--- config.mk ---
export PLATFORM = sky130hd
export DESIGN_NAME = twda_walker
export DESIGN_NICKNAME = d
export VERILOG_FILES = /design/src/core/twda_pkg.sv /design/src/core/twda_walker.sv
export SDC_FILE = /design/constraint.sdc
export NUM_CORES = 1
export LEC_CHECK = 0
export BUFFER_PORTS_ARGS = -buffer_cell sky130_fd_sc_hd__buf_2
export CAP_MARGIN = 20
export CORE_MARGIN = 2
export CORE_UTILIZATION = 30
export DETAILED_ROUTE_END_ITERATION = 8
export PLACE_DENSITY_LB_ADDON = 0.1
export SLEW_MARGIN = 25
export SYNTH_ARGS = -nofsm -noshare
export SYNTH_HDL_FRONTEND = slang
export SYNTH_SLANG_ARGS = --single-unit
export TNS_END_PERCENT = 50
--- constraint.sdc ---
create_clock -name clk_i -period 9.5 [get_ports clk_i]
set_input_delay 0.475 -clock clk_i [delete_from_list [all_inputs] [get_ports clk_i]]
set_output_delay 0.475 -clock clk_i [all_outputs]
set_load 0.1 [all_outputs]
--- src/core/twda_pkg.sv ---
// constants, types and field layout for the table walk descriptor address block
// Function
// - 16KB level zero is stage 1 only: base[pa-1:4], input bit 47, three zeros.
// - 16KB stage 1 level one: x is 31 minus offset if start, else 14.
// - 16KB stage 2 select 2 starts at level one, x is 31 minus offset.
// - 16KB stage 1 level two: x is 42 minus offset if start, else 14.
// - 16KB stage 2 level two: select 1 gives 42 minus offset, select 2 gives 14.
// - 16KB level three: stage 1 x is 53 minus offset if start, else 14; stage 2 select 0 gives 53 minus offset.
// - start level select 0 means level three, 1 level two, 2 level one.
// - 64KB stage 1 level one: x is 25 minus offset, index from bit 42.
// - 64KB stage 2 select 2 starts at level one, x is 25 minus offset.
// - 64KB stage 1 level two: x is 38 minus offset if start, else 16.
// - 64KB stage 2 level two: select 1 gives 38 minus offset, select 2 gives 16.
// - 64KB stage 1 level three: x is 51 minus offset if start, else 16.
// - 64KB stage 2 level three: select 0 gives 51 minus offset, else 16.
// - a transaction that selects a context runs a one or two stage walk.
// - stage 2 descriptor bits 63 to 60 hold only the allocate overrides.
// - write override: 00 keep, 01 reserved, 10 allocate, 11 no allocate.
// - read override: 00 keep, 01 reserved, 10 allocate, 11 no allocate.
// - override values 10 and 11 replace the transaction's allocation hint.
// - no legacy domain field is checked or applied.
// - first level uses the context table base, later levels the previous descriptor.
// - base slice top is set by the physical address width parameter.
// - start level select applies only to stage 2; stage 1 uses size offset.
package twda_pkg;
	localparam int unsigned TWDA_PA_W      = 48;
	localparam int unsigned TWDA_DESC_W    = 64;
	// register offsets (byte addresses)
	localparam logic [7:0] TWDA_REG_CTRL   = 8'h00;
	localparam logic [7:0] TWDA_REG_S1TB   = 8'h04;
	localparam logic [7:0] TWDA_REG_S2TB   = 8'h08;
	localparam logic [7:0] TWDA_REG_STAT   = 8'h0c;
	localparam logic [7:0] TWDA_REG_ADDR   = 8'h10;
	localparam logic [7:0] TWDA_REG_HINT   = 8'h14;
	// control field positions
	localparam int unsigned TWDA_C_S1OFF   = 0;
	localparam int unsigned TWDA_C_S2OFF   = 8;
	localparam int unsigned TWDA_C_SLSEL   = 16;
	localparam int unsigned TWDA_C_GRAN64  = 18;
	localparam int unsigned TWDA_C_S1EN    = 19;
	localparam int unsigned TWDA_C_S2EN    = 20;
	localparam int unsigned TWDA_C_CTXEN   = 21;
	localparam logic [31:0] TWDA_CTRL_RST  = 32'h0000_0000;
	// granule index offsets, x floors and slice positions
	localparam logic [6:0] TWDA_X16        = 7'h0e;
	localparam logic [6:0] TWDA_X64        = 7'h10;
	localparam logic [6:0] TWDA_K16_L1     = 7'h1f;
	localparam logic [6:0] TWDA_K16_L2     = 7'h2a;
	localparam logic [6:0] TWDA_K16_L3     = 7'h35;
	localparam logic [6:0] TWDA_K64_L1     = 7'h19;
	localparam logic [6:0] TWDA_K64_L2     = 7'h26;
	localparam logic [6:0] TWDA_K64_L3     = 7'h33;
	localparam logic [6:0] TWDA_S16_L3     = 7'h22;
	localparam logic [6:0] TWDA_S16_L2     = 7'h1b;
	localparam logic [6:0] TWDA_S64_L2     = 7'h15;
	localparam logic [6:0] TWDA_S64_L3     = 7'h22;
	localparam int unsigned TWDA_L0_BIT    = 47;
	// stage 1 start thresholds (16KB: l1 17..27, l2 28..38; 64KB: l2 22..34, l3 35..63)
	localparam logic [5:0] TWDA_T16_L2     = 6'h1c;
	localparam logic [5:0] TWDA_T16_L3     = 6'h27;
	localparam logic [5:0] TWDA_T16_L1     = 6'h11;
	localparam logic [5:0] TWDA_T64_L2     = 6'h16;
	localparam logic [5:0] TWDA_T64_L3     = 6'h23;
	// start level select encodings
	localparam logic [1:0] TWDA_SL_L3      = 2'h0;
	localparam logic [1:0] TWDA_SL_L2      = 2'h1;
	localparam logic [1:0] TWDA_SL_L1      = 2'h2;
	// allocate override encodings
	localparam logic [1:0] TWDA_OV_KEEP    = 2'h0;
	localparam logic [1:0] TWDA_OV_RSVD    = 2'h1;
	localparam logic [1:0] TWDA_OV_ALLOC   = 2'h2;
	localparam logic [1:0] TWDA_OV_NOALLOC = 2'h3;
	localparam int unsigned TWDA_WA_HI     = 63;
	localparam int unsigned TWDA_RA_HI     = 61;
	typedef enum logic [3:0] {
		TWDA_IDLE  = 4'b0001,
		TWDA_FETCH = 4'b0010,
		TWDA_WAIT  = 4'b0100,
		TWDA_DONE  = 4'b1000
	} twda_state_t;
endpackage

--- src/core/twda_walker.sv ---
// table walk descriptor address generator with wishbone control registers
`timescale 1ns/1ps
module twda_walker import twda_pkg::*; #(
	parameter int unsigned PA_W = TWDA_PA_W
) (
	input  wire logic        clk_i,
	input  wire logic        rst_i,
	input  wire logic        wb_cyc_i,
	input  wire logic        wb_stb_i,
	input  wire logic        wb_we_i,
	input  wire logic [7:0]  wb_adr_i,
	input  wire logic [3:0]  wb_sel_i,
	input  wire logic [31:0] wb_dat_i,
	output logic      [31:0] wb_dat_o,
	output logic             wb_ack_o,
	input  wire logic        txn_valid_i,
	input  wire logic [47:0] input_addr_i,
	input  wire logic        txn_walloc_i,
	input  wire logic        txn_ralloc_i,
	output logic             txn_ready_o,
	output logic             mem_req_o,
	output logic [63:0]      mem_addr_o,
	input  wire logic        mem_ack_i,
	input  wire logic [63:0] mem_data_i,
	output logic             done_o,
	output logic             walloc_o,
	output logic             ralloc_o
);
	typedef struct packed {
		twda_state_t  st;
		logic [31:0]  ctrl;
		logic [31:0]  s1tb;
		logic [31:0]  s2tb;
		logic [47:0]  ia;
		logic [47:0]  base;
		logic [1:0]   lvl;
		logic         stg2;
		logic         first;
		logic         wa;
		logic         ra;
		logic         ack;
		logic [31:0]  rdat;
		logic         req;
		logic [63:0]  addr;
		logic         done;
		logic         rdy;
	} twda_s_t;
	twda_s_t q_r, q_nxt;

	logic [5:0]  s1off, s2off, off;
	logic [1:0]  slsel;
	logic        g64;
	logic [6:0]  x;
	logic [47:0] idx;
	logic [47:0] slice;
	logic [63:0] daddr;

	assign s1off = q_r.ctrl[TWDA_C_S1OFF +: 6];
	assign s2off = q_r.ctrl[TWDA_C_S2OFF +: 6];
	assign slsel = q_r.ctrl[TWDA_C_SLSEL +: 2];
	assign g64   = q_r.ctrl[TWDA_C_GRAN64];
	assign off   = q_r.stg2 ? s2off : s1off;

	// starting level of a walk; stage 2 uses the select, stage 1 the offset
	function automatic logic [1:0] start_lvl(input logic s2, input logic gr64,
			input logic [5:0] o, input logic [1:0] sl);
		logic [1:0] r;
		r = 2'd1;
		if (s2) begin
			unique case (sl)
				TWDA_SL_L3: r = 2'd3;
				TWDA_SL_L2: r = 2'd2;
				default:    r = 2'd1;
			endcase
		end else if (gr64) begin
			r = (o >= TWDA_T64_L3) ? 2'd3 : (o >= TWDA_T64_L2) ? 2'd2 : 2'd1;
		end else begin
			r = (o >= TWDA_T16_L3) ? 2'd3 : (o >= TWDA_T16_L2) ? 2'd2 :
				(o >= TWDA_T16_L1) ? 2'd1 : 2'd0;
		end
		return r;
	endfunction

	// x: low bit of the base slice; initial level depends on offset, later on granule
	always_comb begin
		logic [6:0] k;
		logic [6:0] fl;
		k  = TWDA_K16_L1;
		fl = g64 ? TWDA_X64 : TWDA_X16;
		unique case (q_r.lvl)
			2'd1: k = g64 ? TWDA_K64_L1 : TWDA_K16_L1;
			2'd2: k = g64 ? TWDA_K64_L2 : TWDA_K16_L2;
			2'd3: k = g64 ? TWDA_K64_L3 : TWDA_K16_L3;
			default: k = TWDA_K16_L1;
		endcase
		if (q_r.lvl == 2'd0) begin
			x = 7'd4;
		end else if (q_r.first) begin
			x = k - {1'b0, off};
		end else begin
			x = fl;
		end
	end

	// index bits: input_addr[x+span:low] placed at bit 3
	always_comb begin
		logic [6:0] lo;
		lo = TWDA_X16;
		unique case (q_r.lvl)
			2'd0: lo = 7'(TWDA_L0_BIT);
			2'd1: lo = g64 ? TWDA_K64_L1 + 7'd17 : TWDA_K16_L1 + 7'd5;
			2'd2: lo = g64 ? TWDA_K64_L2 - 7'd9 : TWDA_K16_L2 - 7'd17;
			default: lo = g64 ? TWDA_X64 : TWDA_X16;
		endcase
		idx   = q_r.ia >> lo;
		slice = q_r.base >> x;
	end

	// concatenate: base[pa-1:x] : ia[y:lo] : 000, zero extended to 64 bits
	always_comb begin
		logic [47:0] m;
		logic [47:0] sh;
		// index sits in bits x-1..3, so the keep mask must reach up to x, not x-3
		m     = (48'h1 << x) - 48'h1;
		sh    = ((slice << x) & ((48'h1 << PA_W) - 48'h1));
		daddr = {16'h0000, sh | ((idx << 3) & m)};
		daddr[2:0] = 3'b000;
	end

	// next state: bus slave, walk sequencing and allocate overrides
	always_comb begin
		logic [1:0] wov;
		logic [1:0] rov;
		logic [47:0] nb;
		q_nxt          = q_r;
		q_nxt.ack      = 1'b0;
		q_nxt.done     = 1'b0;
		q_nxt.rdy      = 1'b0;
		wov            = mem_data_i[TWDA_WA_HI -: 2];
		rov            = mem_data_i[TWDA_RA_HI -: 2];
		nb             = mem_data_i[47:0] & ~48'h0fff;
		// classic wishbone slave, one wait state then ack
		if (wb_cyc_i && wb_stb_i && !q_r.ack) begin
			q_nxt.ack  = 1'b1;
			q_nxt.rdat = 32'h0000_0000;
			unique case (wb_adr_i)
				TWDA_REG_CTRL: q_nxt.rdat = q_r.ctrl;
				TWDA_REG_S1TB: q_nxt.rdat = q_r.s1tb;
				TWDA_REG_S2TB: q_nxt.rdat = q_r.s2tb;
				TWDA_REG_STAT: q_nxt.rdat = {26'h0, q_r.stg2, q_r.lvl, q_r.st[3:1]};
				TWDA_REG_ADDR: q_nxt.rdat = q_r.addr[31:0];
				TWDA_REG_HINT: q_nxt.rdat = {30'h0, q_r.ra, q_r.wa};
				default:       q_nxt.rdat = 32'h0000_0000;
			endcase
			if (wb_we_i) begin
				for (int b = 0; b < 4; b++) begin
					if (wb_sel_i[b]) begin
						if (wb_adr_i == TWDA_REG_CTRL) q_nxt.ctrl[b*8 +: 8] = wb_dat_i[b*8 +: 8];
						if (wb_adr_i == TWDA_REG_S1TB) q_nxt.s1tb[b*8 +: 8] = wb_dat_i[b*8 +: 8];
						if (wb_adr_i == TWDA_REG_S2TB) q_nxt.s2tb[b*8 +: 8] = wb_dat_i[b*8 +: 8];
					end
				end
			end
		end
		unique case (q_r.st)
			TWDA_IDLE: begin
				if (txn_valid_i && q_r.ctrl[TWDA_C_CTXEN]) begin
					q_nxt.rdy   = 1'b1;
					q_nxt.ia    = input_addr_i;
					q_nxt.wa    = txn_walloc_i;
					q_nxt.ra    = txn_ralloc_i;
					q_nxt.stg2  = !q_r.ctrl[TWDA_C_S1EN];
					q_nxt.first = 1'b1;
					q_nxt.base  = q_r.ctrl[TWDA_C_S1EN] ? {q_r.s1tb, 16'h0000}
						: {q_r.s2tb, 16'h0000};
					q_nxt.lvl   = start_lvl(!q_r.ctrl[TWDA_C_S1EN], g64,
						q_r.ctrl[TWDA_C_S1EN] ? s1off : s2off, slsel);
					q_nxt.st    = TWDA_FETCH;
				end else if (txn_valid_i) begin
					q_nxt.rdy   = 1'b1;
					q_nxt.wa    = txn_walloc_i;
					q_nxt.ra    = txn_ralloc_i;
					q_nxt.st    = TWDA_DONE;
				end
			end
			TWDA_FETCH: begin
				q_nxt.req  = 1'b1;
				q_nxt.addr = daddr;
				q_nxt.st   = TWDA_WAIT;
			end
			TWDA_WAIT: begin
				if (mem_ack_i) begin
					q_nxt.req   = 1'b0;
					q_nxt.first = 1'b0;
					if (q_r.lvl != 2'd3) begin
						q_nxt.lvl  = q_r.lvl + 2'd1;
						q_nxt.base = nb;
						q_nxt.st   = TWDA_FETCH;
					end else begin
						// leaf: stage 2 leaf bits 63:60 carry only overrides, no domain
						if (q_r.stg2) begin
							if (wov == TWDA_OV_ALLOC || wov == TWDA_OV_NOALLOC)
								q_nxt.wa = (wov == TWDA_OV_ALLOC);
							if (rov == TWDA_OV_ALLOC || rov == TWDA_OV_NOALLOC)
								q_nxt.ra = (rov == TWDA_OV_ALLOC);
						end
						if (!q_r.stg2 && q_r.ctrl[TWDA_C_S2EN]) begin
							q_nxt.stg2  = 1'b1;
							q_nxt.first = 1'b1;
							q_nxt.base  = {q_r.s2tb, 16'h0000};
							q_nxt.lvl   = start_lvl(1'b1, g64, s2off, slsel);
							q_nxt.st    = TWDA_FETCH;
						end else begin
							q_nxt.st    = TWDA_DONE;
						end
					end
				end
			end
			TWDA_DONE: begin
				q_nxt.done = 1'b1;
				q_nxt.st   = TWDA_IDLE;
			end
		endcase
	end

	// state register
	always_ff @(posedge clk_i) begin
		if (rst_i) begin
			q_r      <= '0;
			q_r.st   <= TWDA_IDLE;
			q_r.ctrl <= TWDA_CTRL_RST;
		end else begin
			q_r <= q_nxt;
		end
	end

	assign wb_dat_o    = q_r.rdat;
	assign wb_ack_o    = q_r.ack;
	assign txn_ready_o = q_r.rdy;
	assign mem_req_o   = q_r.req;
	assign mem_addr_o  = q_r.addr;
	assign done_o      = q_r.done;
	assign walloc_o    = q_r.wa;
	assign ralloc_o    = q_r.ra;
endmodule // twda_walker

==> flow_summary.ini, run 1 <==
[synthesis]
synth.lib_cells_used.distinct = 95
simple_gate_portion_of_the_synthesized_area_pct = 20.6
ys_warn_count = 0
synth_adder_area_share_pct = 0.778
synth_area_um2 = 21900
synth_flop_cell = sky130_fd_sc_hd__dfxtp_1
synth_compound_gate_area_share_pct = 25.8
postSynth.asyncResetShare_pct = 0
ys_ff_latch = 271
synth_edf_count = 0
synth_top_family_by_area = compound AO/OA/AOI/OAI gates
synth-xor-area-share_pct = 0.160
post_synthesis_instance_total = 2893
sequential_to_total_area_share_from_yosys_stat_pct = 24.8
syn-mean-instance-area_um2 = 7.56
synth_mux_area_share_pct = 19.6

[sta]
max-slew-margin-rel_pct = 25.3
final.min_clock_period_ns = 6.95
report.final.hold_viol_count = 0
worst_clock_skew_ns = 0.0192
grt_setup_unrepaired = no
layout_worst_path_cycle_share_pct = 73.2
timing_max_transition_violations_final = 0
clock.fmax_mhz = 144
totalNegativeSetupSlack_ns = 0
pin_slew_with_the_least_headroom_to_its_limit_ns = 1.11
setup-violations-final = 0
holdWs_ns = 0.133

[worst_setup_path]
setup.worst_path.start_class = register
cp_max_fo = 23
cp_top_family = compound AO/OA/AOI/OAI gates
timing.critical_path.to_type = register
crit_path_max_incr_delay_ns = 0.84
critical_path_required_ns = 9.96
type_of_the_worst_setup_path = register to register
worst-path-buf-inv = 3
timing.critical_path.slowest_stage_cell = sky130_fd_sc_hd__mux2i_1
worst_ep_arrival_time_ns = 7.41
worstPathCellList = inv_1, ha_1, buf_4, inv_1, o21ai_0, ha_1, xnor2_1, a211o_2, mux2i_1, a2111oi_0, a211oi_1, o21ai_0, a221oi_2, o22ai_1, o21a_1, o31a_1

[grt]
total_global_route_track_usage_pct = 28.3
overflow = 0
grt_max_degree = 102
first_global_vias = 22300
antenna_found_initial = 4
grt_first_pass_wirelength_um = 158000

[cells_and_area]
layout-area-overhead-vs-synth_pct = 11.5
stdcell_area_um2 = 24400
mostFrequentLayoutCells = sky130_fd_sc_hd__nor2_1 (361), sky130_fd_sc_hd__mux2i_1 (351), sky130_fd_sc_hd__nand2_1 (300), sky130_fd_sc_hd__dfxtp_1 (270), sky130_fd_sc_hd__buf_2 (222)
nets = 3082
fillCellCount = 7914
drive_gt1_share_pct = 15.8
final_common_cell = sky130_fd_sc_hd__nor2_1
instances_no_fill = 3889

[die]
dieWidth_um = 274
floorplan.initialDensity_pct = 30.1
io_pins = 267
die_y_um = 274
placeable_core_area_um2 = 72600
rows = 99
die_outline_area_um2 = 75100

[cts]
number_of_clock_buffers_inserted_by_tritoncts = 37
clk_pin_slew_worst_paths_ns = 0.06
clk_path_buf_depth = 3
postCtsResizedCells = 0
cts_htree_levels = 2
insertion_delay_ns = 0.58
cts_tree = built
cts_root_buf = sky130_fd_sc_hd__clkbuf_16
postCtsSetupBuffers = 0
cts.hold.buffers_added = 0
cts_sinks = 271

[flow_run]
cap_viol_max_count = 0

[place]
place.detailed.hpwl_um = 81900
placedInstanceArea_um2 = 23200
port_buffers = 223
placedCellCount = 3824
globalplace.congestion = 0.939

[pwr]
finalPower_uw = 2660
cellPowerDensity_nw_per_um2 = 109
leakagePower_uw = 0.00860
vdd_drop_max_mv = 0.103

[routing]
route.detailed.drc = 0
detail_route.wirelength_um = 111000
postRouteAntennaNets = 0
drt_iter0_drcs = 2464
routed_via_density = 6.05
drt-wirelength-per-cell_um = 28.5
dr.pass1.iters = 6
vias = 23500

[hold_path]
hold_path_class = primary input to register

[status]
outcome = finished clean
flip-flops by register name (all words and copies together) (netlist names):
signal       flops
done_o           1
g64              1
mem_addr_o      45
mem_req_o        1
q_r            187
ralloc_o         1
txn_ready_o      1
walloc_o         1
wb_ack_o         1
wb_dat_o        32
cell type report:
type / count / area, um^2 / area share [%]
Timing Repair Buffer: 290 / 1670 / 6.84
Multi-Input combinational cell: 2288 / 14900 / 60.9
Antenna cell: 2 / 5.00 / 0.0205
Inverter: 16 / 60.1 / 0.246
Clock buffer: 53 / 1070 / 4.38
Sequential cell: 271 / 5430 / 22.3
Tap cell: 959 / 1200 / 4.92
Clock inverter: 10 / 110 / 0.451
where the power goes:
part	switching, uW	internal (uW)	total (uW)
Sequential	2.20	1140	1140
Combinational	96.9	29.6	127
Clock	578	810	1390
synth_stat cells (all sizes together), types with 22 or more instances:
| master | n | area, um^2 |
|---|---|---|
| a2111oi | 22 | 226 |
| a211oi | 96 | 731 |
| a21oi | 220 | 1100 |
| a22oi | 79 | 598 |
| a31oi | 24 | 165 |
| buf | 167 | 1120 |
| clkbuf | 169 | 634 |
| dfxtp | 271 | 5430 |
| mux2 | 44 | 495 |
| mux2i | 357 | 3600 |
| nand2 | 300 | 1130 |
| nand3 | 94 | 470 |
| nand3b | 35 | 263 |
| nor2 | 373 | 1400 |
| nor3 | 87 | 445 |
| o211ai | 35 | 263 |
| o21ai | 131 | 656 |
| o22ai | 45 | 282 |
final timing paths:
path / startpoint / end / slack [ns] / cells past startpoint
max: q_r[104] / mem_addr_o[38] / 2.55 / 16
min: input_addr_i[10] / q_r[164] / 0.13 / 3
max reg2reg: q_r[104] / mem_addr_o[38] / 2.55 / 16
min reg2reg: wb_dat_o[2] / wb_dat_o[2] / 0.46 / 2
worst min-delay path, cell delays in order:
cell,delay (ns)
sky130_fd_sc_hd__buf_2,0.09
sky130_fd_sc_hd__nand2_1,0.04
sky130_fd_sc_hd__a21oi_1,0.05
cells by family after synthesis:
family	Yosys count
AOI/OAI and AO/OA	833
xor gates and xnor gates	4
adders and majority gates	13
buffers and inverters	352
DFF	271
muxes	409
other	1
and+or+nand+nor	1010
per-stage QoR:
| stage | utilization, % | setup WS [ns] |
|---|---|---|
| 2_1_floorplan | - | 4.53 |
| 3_3_place_gp | 31.9 | 2.62 |
| 6_report | 33.6 | 2.55 |
| 4_1_cts | 33.6 | 2.66 |
| 3_5_place_dp | 31.9 | 2.72 |
| 5_1_grt | 33.6 | 2.16 |
metal layers:
metal  track usage (%)  wire length [um]
met2              43.6             48600
met4              12.0              5180
met3              5.01              8220
met5                 0                13
met1              38.8             48600
Note: power is estimated with default switching activity, not from simulation.
==> run 2, diff against run 1 <==
==> constraint.sdc (replaced) <==
create_clock -name clk_i -period 6.77 [get_ports clk_i]
set_input_delay 0.3385 -clock clk_i [delete_from_list [all_inputs] [get_ports clk_i]]
set_output_delay 0.3385 -clock clk_i [all_outputs]
set_load 0.1 [all_outputs]
==> run 2 against run 1 <==
  * Largest power group unchanged
  * Maximum frequency up 9.3%
  * Combinational power up 57%
  * Non-clock buffer count up 97
  * First-iteration DRC count down 5.2%
  * Sequential share of layout area down 0.89 points
  * Clock-buffer cell count up 2
  * Register-to-register slack worse by 2.1 ns
  * Via count up 0.76%
  * Global-route usage up 0.20 points
  * Worst setup slack worse by 2.1 ns
  * Wire length up 0.75%
==> flow_summary.ini, run 2 (synthesis results as in run 1) <==
[cells_and_area]
fillCellCount = 7828
nets = 3180
num_antenna_cells = 0
drive_gt1_share_pct = 17.0
regArea_um2 = 5430
layout-area-overhead-vs-synth_pct = 16.1
stdcell_area_um2 = 25400
final_common_cell = sky130_fd_sc_hd__nor2_1
mostFrequentLayoutCells = sky130_fd_sc_hd__nor2_1 (364), sky130_fd_sc_hd__mux2i_1 (351), sky130_fd_sc_hd__nand2_1 (300), sky130_fd_sc_hd__dfxtp_1 (270), sky130_fd_sc_hd__buf_2 (222)
largest_register = q_r
number_of_flip_flops_under_the_largest_register_name = 187
multiInputGateArea_um2 = 14800

[worst_setup_path]
timing.critical_path.slowest_stage_cell = sky130_fd_sc_hd__a2111oi_0
worst-path-buf-inv = 3
cp_top_family = compound AO/OA/AOI/OAI gates
type_of_the_worst_setup_path = register to register
critical_path_required_ns = 7.21
setup.worst_path.start_class = register
cp_max_fo = 14
timing.critical_path.to_type = register
worst_ep_arrival_time_ns = 6.80
worstPathCellList = inv_1, ha_1, nor2_1, nand2_1, inv_1, fa_1, nand2_1, and3_2, buf_4, mux2i_1, mux2i_1, o22ai_1, a21oi_1, o22ai_1, nor3_1, a211oi_1, a2111oi_0, nor3_1
crit_path_max_incr_delay_ns = 0.78

[die]
die_y_um = 274
floorplan.initialDensity_pct = 30.1
io_pins = 267
die_outline_area_um2 = 75100
rows = 99
dieWidth_um = 274
placeable_core_area_um2 = 72600

[grt]
use_met3_pct = 4.86
overflow = 0
antenna_found_initial = 2
gr-usage-met2_pct = 44.8
total_global_route_track_usage_pct = 28.5
grt_util_met1_pct = 38.9
grt.busiest_layer = met2
grt_first_pass_wirelength_um = 160000
grt_max_degree = 174
first_global_vias = 22700

[cts]
insertion_delay_ns = 0.59
clk_path_buf_depth = 3
cts_tree = built
cts_sinks = 271
postCtsResizedCells = 0
clk_pin_slew_worst_paths_ns = 0.06
number_of_clock_buffers_inserted_by_tritoncts = 38
cts_htree_levels = 2
cts_root_buf = sky130_fd_sc_hd__clkbuf_16
postCtsSetupBuffers = 0

[pwr]
leakagePower_uw = 0.00912
vdd_drop_max_mv = 0.180
cellPowerDensity_nw_per_um2 = 151
finalPower_uw = 3840

[routing]
vias = 23700
drt-wirelength-per-cell_um = 28.0
postRouteAntennaNets = 0
route.detailed.drc = 0
routed_via_density = 5.95
detail_route.wirelength_um = 111000
dr.pass1.iters = 6
drt_iter0_drcs = 2337

[sta]
clock.fmax_mhz = 157
layout_worst_path_cycle_share_pct = 94.0
report.final.hold_viol_count = 0
pin_slew_with_the_least_headroom_to_its_limit_ns = 1.07
totalNegativeSetupSlack_ns = 0
max-slew-margin-rel_pct = 26.8
timing_max_transition_violations_final = 0
setup-violations-final = 0
grt_setup_unrepaired = no
worst_clock_skew_ns = 0.0357
final.min_clock_period_ns = 6.36

[hold_path]
hold_path_class = primary input to register

[status]
outcome = finished clean

[place]
globalplace.congestion = 0.930
placedInstanceArea_um2 = 23600
place.detailed.hpwl_um = 83700
port_buffers = 223

[flow_run]
cap_viol_max_count = 0
run 2: changes by cell type in the layout (fill, tap and decap cells not counted), sizes merged:
cell and change:
clkbuf +2, buf +49, diode -2, inv +2, dlygate4sd3 +48
run 2: final timing paths:
check | end | slack, ns | cells after the start | startpoint
worst min-delay path | q_r[118] | 0.03 | 3 | mem_data_i[12]
worst min register to register | q_r[171] | 0.47 | 2 | q_r[171]
worst max-delay path | mem_addr_o[27] | 0.41 | 18 | q_r[104]
worst max register to register | mem_addr_o[27] | 0.41 | 18 | q_r[104]
run 2: per-layer routing:
layer | share of wire [%] | wire length [um]
met3 | 7.1 | 7860
met5 | 0 | 0
met1 | 44 | 49400
met4 | 3.9 | 4400
met2 | 45 | 49800
run 2: where the power goes:
part           internal, uW  switching, uW
registers              1600           3.38
clock network          1210            836
logic                  59.8            139
run 2: final cells by class:
cell class	count	share of cell area, %
clock buffers	55	4.43
clock inverters	12	0.586
inverters	16	0.236
multi-input cells	2288	58.4
flip-flops and latches	271	21.4
well taps	959	4.72
repair buffers	387	10.3
run 2: tightest hold or removal path, stage by stage:
cell and delay [ns]:
sky130_fd_sc_hd__buf_2 0.10, sky130_fd_sc_hd__nand3_1 0.05, sky130_fd_sc_hd__a21oi_1 0.06
run 2: per-stage QoR:
| stage | worst slack, ns | hold slack (ns) | utilization [%] | instances |
|---|---|---|---|---|
| finish | 0.408 | 0.0257 | 35.0 | 3988 |
| floorplan | 1.80 | 0.436 | - | 2911 |
| detailed placement | 0.535 | 0.454 | 32.5 | 3871 |
| global route | 0.119 | 0.0307 | 35.0 | 3988 |
| CTS | 0.497 | 0.00259 | 34.9 | 3986 |
| global placement | 0.524 | 0.456 | 32.4 | 3870 |
run 2: timing repair:
action | 4_1_cts | 5_1_grt
endpoints found under the hold margin | 48 | 0
endpoints found under the setup margin | 0 | 0
hold buffers | 48 | 0
